File: src/hw/cis_map.vh
// Constants for the interrupt entry and stack unit
`ifndef CIS_MAP_VH
`define CIS_MAP_VH

// ============================================================
// I/O space offsets (6-bit direct I/O addresses)
`define CIS_OFS_PEND      6'h3A
`define CIS_OFS_ENABLE    6'h3B
`define CIS_OFS_STACK     6'h3D
`define CIS_OFS_FLAGS     6'h3F

// ============================================================
// Field positions and reset values
`define CIS_GIE_BIT       7
`define CIS_STACK_RST     8'hDF
`define CIS_FLAGS_RST     8'h00
`define CIS_ENABLE_RST    8'h00
`define CIS_STACK_FLOOR   8'h60

// ============================================================
// Vector layout: source i vectors to base + (i + 1) * step
`define CIS_VEC_BASE      16'h0000
`define CIS_VEC_STEP      16'h0001

// ============================================================
// Instruction classes reported at each instruction boundary
`define CIS_OP_OTHER      3'h0
`define CIS_OP_PUSH       3'h1
`define CIS_OP_POP        3'h2
`define CIS_OP_CALL       3'h3
`define CIS_OP_RET        3'h4
`define CIS_OP_IRQ_RETURN_INSTRUCTION       3'h5
`define CIS_OP_CLI        3'h6
`define CIS_OP_SEI        3'h7

// ============================================================
// Last count of each sequence; each runs for this value plus one clock cycles
`define CIS_ENTRY_CYC     2'h3
`define CIS_RETURN_CYC    2'h3
`define CIS_WAKE_CYC      2'h3

`endif

File: src/hw/cis_core.v
// Stack address and interrupt entry/return unit of the processor core
`timescale 1ns/100ps
`include "cis_map.vh"

// ============================================================
// Overview of operation
// RULE1: Push decrements, pop increments stack address by one
// RULE2: Call or interrupt entry lowers address by two
// RULE3: Return or interrupt return raises address by two
// RULE4: Software sets stack above data start first
// RULE5: Stack address is one 8-bit I/O register
// RULE6: Core runs on undivided clock, fetch overlapped
// RULE7: Take interrupt only if individual and global enabled
// RULE8: Lowest vector wins; request zero ranks first
// RULE9: Accepting an interrupt clears global enable
// RULE10: Interrupt return sets global enable
// RULE11: Vectoring clears the event pending flag
// RULE12: Writing one clears a flag, zero keeps
// RULE13: Disabled flags stay pending, served by priority
// RULE14: Level sources request only while present
// RULE15: One instruction runs after interrupt return
// RULE16: Flags register never saved or restored automatically
// RULE17: Global disable blocks interrupts in same cycle
// RULE18: Instruction after global enable runs first
// RULE19: Entry takes four cycles, pushes program counter
// RULE20: Multi-cycle instruction finishes before entry
// RULE21: Wake from sleep adds four entry cycles
// RULE22: Return takes four cycles, restores counter, sets enable
// ============================================================

module cis_core #(
	parameter NSRC     = 8,
	parameter LVL_MASK = 8'hC0
) (
	input  wire             clock,
	input  wire             rstn,
	input  wire [5:0]       io_addr,
	input  wire             io_wr,
	input  wire [7:0]       io_wdata,
	output reg  [7:0]       io_rdata_q,
	input  wire             ins_done,
	input  wire [2:0]       ins_op,
	input  wire [15:0]      pc_in,
	input  wire             core_asleep,
	input  wire [NSRC-1:0]  src_in,
	input  wire [7:0]       mem_rdata,
	output reg              mem_we_q,
	output reg              mem_re_q,
	output reg  [7:0]       mem_addr_q,
	output reg  [7:0]       mem_wdata_q,
	output reg              pc_load_q,
	output reg  [15:0]      pc_value_q,
	output reg              core_hold_q,
	output reg              irq_ack_q,
	output reg  [7:0]       top_of_stack_address_q,
	output reg  [7:0]       flags_register_q,
	output reg  [NSRC-1:0]  pend_q
);

	// ============================================================
	// Sequencer states
	localparam ST_IDLE = 2'd0;
	localparam ST_WAKE = 2'd1;
	localparam ST_PUSH = 2'd2;
	localparam ST_POP  = 2'd3;

	reg  [1:0]      st_q;
	reg  [1:0]      cnt_q;
	reg             seq_irq_q;
	reg             seq_irq_return_instruction_q;
	reg             shield_q;
	reg  [15:0]     pc_save_q;
	reg  [7:0]      ret_hi_q;
	reg  [15:0]     vec_q;
	reg  [7:0]      enable_q;
	reg  [NSRC-1:0] req;
	reg             any_req;
	reg  [15:0]     win_vec;
	reg  [NSRC-1:0] win_onehot;
	reg  [7:0]      pend_byte;
	integer         i;

	wire gie      = flags_register_q[`CIS_GIE_BIT];
	wire wr_stack = io_wr && (io_addr == `CIS_OFS_STACK);
	wire wr_flags = io_wr && (io_addr == `CIS_OFS_FLAGS);
	wire wr_en    = io_wr && (io_addr == `CIS_OFS_ENABLE);
	wire wr_pend  = io_wr && (io_addr == `CIS_OFS_PEND);

	// CALL/RET/IRQ_RETURN_INSTRUCTION are handed to the sequencer, so an interrupt waits
	// for them to finish; CLI and SEI never open a window themselves.
	wire op_plain = (ins_op == `CIS_OP_OTHER) ||
		(ins_op == `CIS_OP_PUSH) ||
		(ins_op == `CIS_OP_POP);                       // RULE17 RULE18
	wire boundary = (st_q == ST_IDLE) &&
		((ins_done && op_plain) || core_asleep);       // RULE20
	wire take     = boundary && gie && !shield_q && any_req; // RULE7 RULE15
	wire start_call = (st_q == ST_IDLE) && ins_done &&
		(ins_op == `CIS_OP_CALL);
	wire start_ret  = (st_q == ST_IDLE) && ins_done &&
		((ins_op == `CIS_OP_RET) || (ins_op == `CIS_OP_IRQ_RETURN_INSTRUCTION));

	// ============================================================
	// Per-source pending state: event sources latch, level sources don't
	genvar g;
	generate
		for (g = 0; g < NSRC; g = g + 1) begin : g_src
			if (LVL_MASK[g]) begin : g_lvl
				// Follows the condition; no memory of a vanished level
				always @(posedge clock or negedge rstn) begin
					if (!rstn)
						pend_q[g] <= 1'b0;
					else
						pend_q[g] <= src_in[g];        // RULE14
				end
			end else begin : g_evt
				// Set beats both clears so a coincident event is kept
				always @(posedge clock or negedge rstn) begin
					if (!rstn)
						pend_q[g] <= 1'b0;
					else if (src_in[g])
						pend_q[g] <= 1'b1;             // RULE13
					else if (take && win_onehot[g])
						pend_q[g] <= 1'b0;             // RULE11
					else if (wr_pend && io_wdata[g])
						pend_q[g] <= 1'b0;             // RULE12
				end
			end
		end
	endgenerate

	// ============================================================
	// Fixed priority: scan from the highest index down so index 0 ends
	// as the winner; index 0 is external_request_zero.
	always @* begin
		pend_byte  = 8'h00;
		pend_byte[NSRC-1:0] = pend_q;
		req        = pend_q & enable_q[NSRC-1:0];          // RULE7
		any_req    = |req;
		win_vec    = `CIS_VEC_BASE;
		win_onehot = {NSRC{1'b0}};
		for (i = NSRC - 1; i >= 0; i = i - 1) begin
			if (req[i]) begin
				win_vec    = `CIS_VEC_BASE +
					`CIS_VEC_STEP * (i[15:0] + 16'h0001); // RULE8
				win_onehot = {NSRC{1'b0}};
				win_onehot[i] = 1'b1;
			end
		end
	end

	// ============================================================
	// Flags register: only the global enable is touched by hardware.
	// Nothing here copies it to the stack; handlers must save it.
	always @(posedge clock or negedge rstn) begin
		if (!rstn) begin
			flags_register_q <= `CIS_FLAGS_RST;
		end else if (take) begin
			flags_register_q[`CIS_GIE_BIT] <= 1'b0;          // RULE9 RULE16
		end else if (st_q == ST_POP && cnt_q == `CIS_RETURN_CYC &&
			seq_irq_return_instruction_q) begin
			flags_register_q[`CIS_GIE_BIT] <= 1'b1;          // RULE10 RULE22
		end else if (ins_done && ins_op == `CIS_OP_CLI) begin
			flags_register_q[`CIS_GIE_BIT] <= 1'b0;          // RULE17
		end else if (ins_done && ins_op == `CIS_OP_SEI) begin
			flags_register_q[`CIS_GIE_BIT] <= 1'b1;
		end else if (wr_flags) begin
			flags_register_q <= io_wdata;
		end
	end

	// ============================================================
	// One-instruction shield after SEI or interrupt return
	always @(posedge clock or negedge rstn) begin
		if (!rstn)
			shield_q <= 1'b0;
		else if (st_q == ST_POP && cnt_q == `CIS_RETURN_CYC && seq_irq_return_instruction_q)
			shield_q <= 1'b1;                               // RULE15
		else if (ins_done && ins_op == `CIS_OP_SEI)
			shield_q <= 1'b1;                               // RULE18
		else if (ins_done)
			shield_q <= 1'b0;
	end

	// ============================================================
	// Individual enables
	always @(posedge clock or negedge rstn) begin
		if (!rstn)
			enable_q <= `CIS_ENABLE_RST;
		else if (wr_en)
			enable_q <= io_wdata;
	end

	// ============================================================
	// Sequencer: wake delay, return-address push, return-address pop.
	// Each sequence is a fixed four cycles so timing never varies.
	// Every register runs straight off the undivided core clock.
	always @(posedge clock or negedge rstn) begin           // RULE6
		if (!rstn) begin
			st_q       <= ST_IDLE;
			cnt_q      <= 2'h0;
			seq_irq_q  <= 1'b0;
			seq_irq_return_instruction_q <= 1'b0;
			pc_save_q  <= 16'h0000;
			vec_q      <= 16'h0000;
		end else begin
			case (st_q)
				ST_IDLE: begin
					cnt_q <= 2'h0;
					if (take) begin
						seq_irq_q <= 1'b1;
						pc_save_q <= pc_in;
						vec_q     <= win_vec;
						st_q      <= core_asleep ? ST_WAKE : ST_PUSH; // RULE21
					end else if (start_call) begin
						seq_irq_q <= 1'b0;
						pc_save_q <= pc_in;
						st_q      <= ST_PUSH;
					end else if (start_ret) begin
						seq_irq_return_instruction_q <= (ins_op == `CIS_OP_IRQ_RETURN_INSTRUCTION);
						st_q       <= ST_POP;
					end
				end
				ST_WAKE: begin
					cnt_q <= cnt_q + 2'h1;
					if (cnt_q == `CIS_WAKE_CYC) begin
						cnt_q <= 2'h0;
						st_q  <= ST_PUSH;                   // RULE21
					end
				end
				ST_PUSH: begin
					cnt_q <= cnt_q + 2'h1;
					if (cnt_q == `CIS_ENTRY_CYC)
						st_q <= ST_IDLE;                    // RULE19
				end
				ST_POP: begin
					cnt_q <= cnt_q + 2'h1;
					if (cnt_q == `CIS_RETURN_CYC)
						st_q <= ST_IDLE;                    // RULE22
				end
				default: begin
					st_q <= ST_IDLE;
				end
			endcase
		end
	end

	// ============================================================
	// Stack address: an I/O write has priority since the core is
	// stalled while a sequence runs, so the two never meet in practice.
	always @(posedge clock or negedge rstn) begin
		if (!rstn) begin
			top_of_stack_address_q <= `CIS_STACK_RST;
		end else if (wr_stack) begin
			top_of_stack_address_q <= io_wdata;             // RULE5
		end else if (st_q == ST_PUSH && cnt_q < 2'h2) begin
			top_of_stack_address_q <=
				top_of_stack_address_q - 8'h01;             // RULE2
		end else if (st_q == ST_POP && cnt_q < 2'h2) begin
			top_of_stack_address_q <=
				top_of_stack_address_q + 8'h01;             // RULE3
		end else if (st_q == ST_IDLE && ins_done &&
			ins_op == `CIS_OP_PUSH) begin
			top_of_stack_address_q <=
				top_of_stack_address_q - 8'h01;             // RULE1
		end else if (st_q == ST_IDLE && ins_done &&
			ins_op == `CIS_OP_POP) begin
			top_of_stack_address_q <=
				top_of_stack_address_q + 8'h01;             // RULE1
		end
	end

	// ============================================================
	// Stack memory port: push low byte first, pop high byte first.
	// Read data is expected one cycle after the read strobe.
	always @(posedge clock or negedge rstn) begin
		if (!rstn) begin
			mem_we_q    <= 1'b0;
			mem_re_q    <= 1'b0;
			mem_addr_q  <= 8'h00;
			mem_wdata_q <= 8'h00;
		end else begin
			mem_we_q <= (st_q == ST_PUSH) && (cnt_q < 2'h2);
			mem_re_q <= (st_q == ST_POP) && (cnt_q < 2'h2);
			if (st_q == ST_PUSH && cnt_q < 2'h2) begin
				mem_addr_q  <= top_of_stack_address_q;      // RULE19
				mem_wdata_q <= (cnt_q == 2'h0) ?
					pc_save_q[7:0] : pc_save_q[15:8];
			end else if (st_q == ST_POP && cnt_q < 2'h2) begin
				mem_addr_q <= top_of_stack_address_q + 8'h01; // RULE22
			end
		end
	end

	// ============================================================
	// Program counter hand-back at the last cycle of a sequence
	always @(posedge clock or negedge rstn) begin
		if (!rstn) begin
			ret_hi_q   <= 8'h00;
			pc_load_q  <= 1'b0;
			pc_value_q <= 16'h0000;
		end else begin
			pc_load_q <= 1'b0;
			if (st_q == ST_POP && cnt_q == 2'h2)
				ret_hi_q <= mem_rdata;
			if (st_q == ST_POP && cnt_q == `CIS_RETURN_CYC) begin
				pc_load_q  <= 1'b1;                         // RULE22
				pc_value_q <= {ret_hi_q, mem_rdata};
			end else if (st_q == ST_PUSH && cnt_q == `CIS_ENTRY_CYC &&
				seq_irq_q) begin
				pc_load_q  <= 1'b1;                         // RULE19
				pc_value_q <= vec_q;
			end
		end
	end

	// ============================================================
	// Core handshake: hold the core while any sequence runs
	always @(posedge clock or negedge rstn) begin
		if (!rstn) begin
			core_hold_q <= 1'b0;
			irq_ack_q   <= 1'b0;
		end else begin
			irq_ack_q <= take;
			if (take || start_call || start_ret)
				core_hold_q <= 1'b1;
			else if (st_q != ST_IDLE && st_q != ST_WAKE &&
				cnt_q == 2'h3)
				core_hold_q <= 1'b0;
		end
	end

	// ============================================================
	// I/O read port, registered; unmapped offsets read zero
	always @(posedge clock or negedge rstn) begin
		if (!rstn) begin
			io_rdata_q <= 8'h00;
		end else begin
			case (io_addr)
				`CIS_OFS_STACK:  io_rdata_q <= top_of_stack_address_q;
				`CIS_OFS_FLAGS:  io_rdata_q <= flags_register_q;
				`CIS_OFS_ENABLE: io_rdata_q <= enable_q;
				`CIS_OFS_PEND:   io_rdata_q <= pend_byte;
				default:         io_rdata_q <= 8'h00;
			endcase
		end
	end

endmodule // cis_core

File: config.mk
export PLATFORM = sky130hd
export DESIGN_NAME = cis_core
export DESIGN_NICKNAME = d
export VERILOG_FILES = /design/src/hw/cis_core.v
export VERILOG_INCLUDE_DIRS = /design/src /design/src/hw
export SDC_FILE = /design/constraint.sdc
export NUM_CORES = 1
export LEC_CHECK = 0
export BUFFER_PORTS_ARGS = -buffer_cell sky130_fd_sc_hd__buf_2
export CAP_MARGIN = 20
export CORE_MARGIN = 2
export CORE_UTILIZATION = 40
export CTS_CLUSTER_DIAMETER = 80
export DETAILED_ROUTE_END_ITERATION = 8
export GPL_ROUTABILITY_DRIVEN = 0
export RECOVER_POWER = 50
export SKIP_LAST_GASP = 1
export SLEW_MARGIN = 15
export SYNTH_ARGS = -nofsm -noshare
export SYNTH_HDL_FRONTEND = slang
export SYNTH_SLANG_ARGS = --single-unit
File: constraint.sdc
create_clock -name clock -period 2.5 [get_ports clock]
set_input_delay 0.125 -clock clock [delete_from_list [all_inputs] [get_ports clock]]
set_output_delay 0.125 -clock clock [all_outputs]
set_load 0.02 [all_outputs]
==> flow_summary.toml, run 1 <==
[finish]
multi_input_area_sq_um = 2190
final_area_sq_um = 6430
num_antenna_cells = 0
area_delta_synth_final_pct = 24.9
layout-drive-gt1-share = 0.247
seqCellArea_sq_um = 2810
n_fill_cell = 1209
reg_top3 = "pc_save_q: 16 flops, pc_value_q: 16 flops"
nNetsFinal = 652

[routing]
avgRoutedWirePerCell_um = 16.7
ant_nets = 0
drt-pass1-iter-count = 4
viasPerCell = 5.25
drt-total-wl_mm = 12.9
drc_errors = 0
via_count = 4043
drt_iter0_markers = 199

[worst_setup_path]
worst-path-buf-inv = 1
crit_slowest_cell = "or3_1"
crit_fanout = 10
path_delay_family = "simple AND/OR/NAND/NOR gates"
slowest_delay_ns = 0.58
critPathLaunchType = "flip-flop"
critPathKind = "flip-flop to flip-flop"
required_ns = 2.74
crit_path_cell_trace = "nor2_1 > nand3_1 > or3_1 > inv_2 > nand4_1 > a31o_2"
cp-end-kind = "flip-flop"
cp.arrival_ns = 2.39

[logic_synthesis]
synth_top_family_by_area = "multiplexers"
synth-edff-count = 0
synth_nets = 510
synth_cell_types = 56
synth_adder_area_share = 0.0122
muxShareOfSynthArea = 0.136
synthXorXnorAreaFrac = 0.0187
netlist_instances = 451
synthFlopType = "dfrtp_1"
ys_ff_latch = 112
ys_async_sr_fraction = 1.00
synth-simple-area-share = 0.126
syn_avg_cell_area_sq_um = 11.4
seq_area_frac_synth = 0.546
synth_compound_gate_area_share = 0.132
ys_warn_count = 0
syn_area_sq_um = 5150

[timing]
skew_ns = 0.00449
max_slew.worst_pin.slew_ns = 1.20
holdWs_ns = 0.00756
finalSetupViolCount = 0
rsz0062_at_grt = "no"
period_needed_ns = 2.15
relSlewSlack = 0.197
drv_slew = 0
finalSetupTns_ns = 0
fmax_mhz = 465
finalHoldViolCount = 0
post-route-period-util = 0.860

[placed_design]
dp_hpwl_mm = 9.42
dpl_cell_area_sq_um = 5980
port-buffer-count = 122

[clock_tree]
numCtsBuffers = 9
post_cts_buffers = 0
cts.sinks = 112
clk_pin_slew_ns = 0.07
clockBufferDepth = 2
clk_latency_ns = 0.35
clock-root-buffer = "clkbuf_16"
cts_tree = "built"
h-tree-depth = 3

[global_route]
grt_max_degree = 50
grt_use_total = 0.194
gr-total-overflow = 0
antenna_found_initial = 0
grt_pass1_wl_mm = 21.6
grt_pass1_vias = 4212

[outcome]
status = "finished clean"

[die]
core_sq_um = 12600
fp.dieW_um = 117
die_area_sq_um = 13800
rows = 41
start_util = 0.410
fp.dieH_um = 117
ioPinCount = 123

[pwr]
power.density_nw_per_um2 = 1110
leakage_nw = 2.88
irDropWorstVdd_uv = 438

[run]
drv_cap = 0

[worst_hold_path]
hp-class = "input pin to flip-flop"
path summary, 6_finish.rpt:
kind	from	to	slack, ns	depth (start not counted)
min in group asynchronous	rstn	mem_wdata_q[1]	0.56	2
worst max-delay path	st_q[1]	pend_q[5]	0.35	6
max in group asynchronous	rstn	mem_addr_q[5]	0.59	3
worst min-delay path	mem_rdata[7]	pc_value_q[7]	0.008	2
worst min register to register	cnt_q[0]	cnt_q[0]	0.47	1
worst max register to register	st_q[1]	pend_q[5]	0.35	6
Yosys cell counts (11+ instances only):
master	count	area [sq um]
a22o_1	14	123
nand3_1	20	100
o21ai_0	20	100
o22ai_1	13	81.3
mux2_2	41	462
mux2i_1	24	240
dfrtp_1	105	2630
inv_1	11	41.3
nand2_1	35	131
a21oi_1	15	75.1
clkbuf_1	16	60.1
a22oi_1	11	82.6
nor2_1	26	97.6
worst reg2reg max path, delay by kind of cell, from the launching register on:
family / cells / cell delay, ns
buffers and inverters: 1 / 0.22
and+or+nand+nor: 4 / 1.09
DFF: 1 / 0.47
AOI/OAI and AO/OA: 1 / 0.26
placed cells by master (no fill, tap or decap), types with 13 or more instances in the layout:
| cell type | n |
|---|---|
| a21oi_1 | 15 |
| a22o_1 | 14 |
| buf_2 | 62 |
| clkbuf_1 | 59 |
| dfrtp_1 | 105 |
| dlygate4sd3_1 | 21 |
| mux2_2 | 41 |
| mux2i_1 | 24 |
| nand2_1 | 35 |
| nand3_1 | 20 |
| nor2_1 | 26 |
| o21ai_0 | 20 |
| o22ai_1 | 13 |
metal layers:
metal  vias to the layer above  track usage  part of all wire
li1                       1941            -                 -
met1                      1998        0.258              0.46
met2                        84        0.318              0.49
met3                        20       0.0271             0.028
met4                         0       0.0828             0.022
met5                         -            0                 0
layout make-up:
cell class / count / area share
multi-input cells: 303 / 0.341
clock buffers: 10 / 0.0372
inverters: 12 / 0.00700
repair buffers: 155 / 0.130
well taps: 172 / 0.0335
clock inverters: 6 / 0.0142
flip-flops and latches: 112 / 0.437
through the flow:
step	util	worst slack [ns]	power, mW	instances
floorplan	-	0.369	4.80	451
global placement	0.476	0.393	5.60	733
detailed placement	0.476	0.363	5.68	733
CTS	0.519	0.333	7.30	770
global route	0.512	0.158	7.64	770
finish	0.512	0.349	7.13	770
what timing repair did:
item,4_1_cts,5_1_grt
hold buffers,21,0
resized for setup,0,0
hold endpoints to repair,61,0
power by group:
part | total, mW | internal [mW] | switching [mW]
logic | 2.60 | 1.11 | 1.49
registers | 2.95 | 2.45 | 0.498
clock network | 1.58 | 0.911 | 0.665
logic make-up after synthesis:
kind of cell,Yosys count
simple gates,124
flops,112
compound gates,98
mux,65
buf+inv,36
xor+xnor,11
fa+ha+maj,5
Note: power is estimated with default switching activity, not from simulation.
==> run 2, diff against run 1 <==
--- a/config.mk
+++ b/config.mk
@@ -9,10 +9,11 @@
 export BUFFER_PORTS_ARGS = -buffer_cell sky130_fd_sc_hd__buf_2
 export CAP_MARGIN = 20
 export CORE_MARGIN = 2
-export CORE_UTILIZATION = 40
+export CORE_UTILIZATION = 43
 export CTS_CLUSTER_DIAMETER = 80
 export DETAILED_ROUTE_END_ITERATION = 8
 export GPL_ROUTABILITY_DRIVEN = 0
+export PLACE_DENSITY = 0.66
 export RECOVER_POWER = 50
 export SKIP_LAST_GASP = 1
 export SLEW_MARGIN = 15
==> constraint.sdc (replaced) <==
create_clock -name clock -period 2.3 [get_ports clock]
set_input_delay 0.115 -clock clock [delete_from_list [all_inputs] [get_ports clock]]
set_output_delay 0.115 -clock clock [all_outputs]
set_load 0.02 [all_outputs]
==> run 2 against run 1 <==
Global-route usage is 1.2 points higher. Count of clock-buffer cells in the layout unchanged. Sequential share of layout area decreased by 0.79 points. Worst hold slack better by 0.0029 ns. Non-clock buffer count up 10. Largest power group unchanged. Final area grew 1.8%. Combinational power is 13% higher. Core utilization grew 5.5 points. Sequential power increased by 9.2%. Power increased by 12%. Die area shrank 6.7%.
==> flow_summary.toml, run 2 (synthesized netlist as in run 1, its figures left out) <==
[routing]
viasPerCell = 5.52
drt_iter0_markers = 249
ant_nets = 0
avgRoutedWirePerCell_um = 16.9
drt-total-wl_mm = 12.7
drc_errors = 0
drt-pass1-iter-count = 6
via_count = 4143

[worst_setup_path]
r2r_slack_ns = 0.25
required_ns = 2.54
ff2ff_path_depth = 6
r2r_start = "st_q[1]"
cp-end-kind = "flip-flop"
critPathLaunchType = "flip-flop"
crit_fanout = 10
r2r-end = "pend_q[5]"
cp.arrival_ns = 2.30
critPathKind = "flip-flop to flip-flop"

[worst_hold_path]
hold_path_depth = 2
hp-class = "input pin to flip-flop"
min_to = "pc_save_q[9]"
min_from = "pc_in[9]"

[global_route]
grt_pass1_wl_mm = 20.9
grt_use_total = 0.206
antenna_found_initial = 1
gr-total-overflow = 0
grt_max_degree = 113
grt_pass1_vias = 4011

[timing]
max_slew.worst_pin.slew_ns = 1.50
drv_slew = 0
fmax_mhz = 487
post-route-period-util = 0.893
finalSetupTns_ns = 0
rsz0062_at_grt = "no"
holdWs_ns = 0.0105
skew_ns = 0.00676
period_needed_ns = 2.05
relSlewSlack = 0.00153
finalHoldViolCount = 0
finalSetupViolCount = 0

[die]
start_util = 0.445
die_area_sq_um = 12900
ioPinCount = 123
core_sq_um = 11600
rows = 39
fp.dieH_um = 113
fp.dieW_um = 113

[clock_tree]
numCtsBuffers = 9
post_cts_buffers = 0
clk_pin_slew_ns = 0.07
clockBufferDepth = 2
cts.sinks = 112
h-tree-depth = 3
cts_tree = "built"
clock-root-buffer = "clkbuf_16"
clk_latency_ns = 0.35

[finish]
layout_commonest_cell = "dfrtp_1"
seqCellArea_sq_um = 2810
area_delta_synth_final_pct = 27.2
mostFrequentLayoutCells = "dfrtp_1 (105), buf_2 (91), mux2_2 (41)"
final_area_sq_um = 6550
layout-drive-gt1-share = 0.308
n_fill_cell = 1046
multi_input_area_sq_um = 2190
reg_top3 = "pc_save_q: 16 flops, pc_value_q: 16 flops"
nNetsFinal = 662

[placed_design]
port-buffer-count = 122
dpl_cell_area_sq_um = 5990
dp_hpwl_mm = 9.01

[outcome]
status = "finished clean"

[pwr]
leakage_nw = 3.03
irDropWorstVdd_uv = 528
power.density_nw_per_um2 = 1220
finalPower_mw = 7.98

[run]
drv_cap = 0
-- run 2: cell count changes in the layout (fill, tap and decap cells not counted), moves of 2 or more --
cell,change
clkinv_4,-2
dfstp_2,+6
buf_4,+4
dlygate4sd3_1,+5
buf_2,+29
dfstp_1,-6
clkbuf_1,-29
-- run 2: worst max path at each step --
| stage | startpoint | endpoint | slack [ns] |
|---|---|---|---|
| after CTS | st_q[1] | pend_q[5] | 0.25 |
| after global placement | st_q[1] | pend_q[5] | 0.28 |
| final | st_q[1] | pend_q[5] | 0.25 |
| after global routing | pend_q[0] | flags_register_q[0] | 0.08 |
| after detailed placement | pend_q[0] | flags_register_q[0] | 0.27 |
| after floorplan | pend_q[0] | flags_register_q[0] | 0.17 |
-- run 2: final cells by class --
cell class              instances  share of cell area
well taps                     143              0.0273
inverters                      12             0.00688
diodes                          1            0.000382
clock buffers                  10              0.0365
flip-flops and latches        112               0.429
multi-input cells             303               0.335
clock inverters                 5              0.0159
repair buffers                165               0.149
-- run 2: report_power, final --
part | leakage, nW | internal [mW] | total [mW] | switching (mW)
Combinational | 1.48 | 1.30 | 2.95 | 1.65
Clock | 0.169 | 1.09 | 1.81 | 0.718
Sequential | 1.38 | 2.68 | 3.22 | 0.542
Total | 3.03 | 5.08 | 7.98 | 2.91
-- run 2: repair_timing --
action,in CTS,in global routing
endpoints found under the hold margin,130,0
gates resized for setup,0,0
hold buffers,26,0
setup endpoints to repair,0,0
-- run 2: critical path: stages, from the launching register on --
cell,delay (ns)
dfrtp_1,0.47
nor2_1,0.24
nand3_1,0.13
or3_1,0.51
inv_2,0.20
nand4_1,0.13
a31o_2,0.26
-- run 2: layer usage --
metal,share of wire,track usage,vias up
met5,0,0,-
met2,0.49,0.319,129
met4,0.017,0.0789,0
met3,0.043,0.0276,15
li1,-,-,1949
met1,0.45,0.296,2050
-- run 2: stage by stage --
stage / setup slack, ns / util / std cells
after floorplan: 0.169 / - / 451
after global placement: 0.277 / 0.518 / 709
after detailed placement: 0.270 / 0.518 / 709
after CTS: 0.251 / 0.570 / 750
after global routing: 0.0797 / 0.566 / 751
final: 0.247 / 0.566 / 751
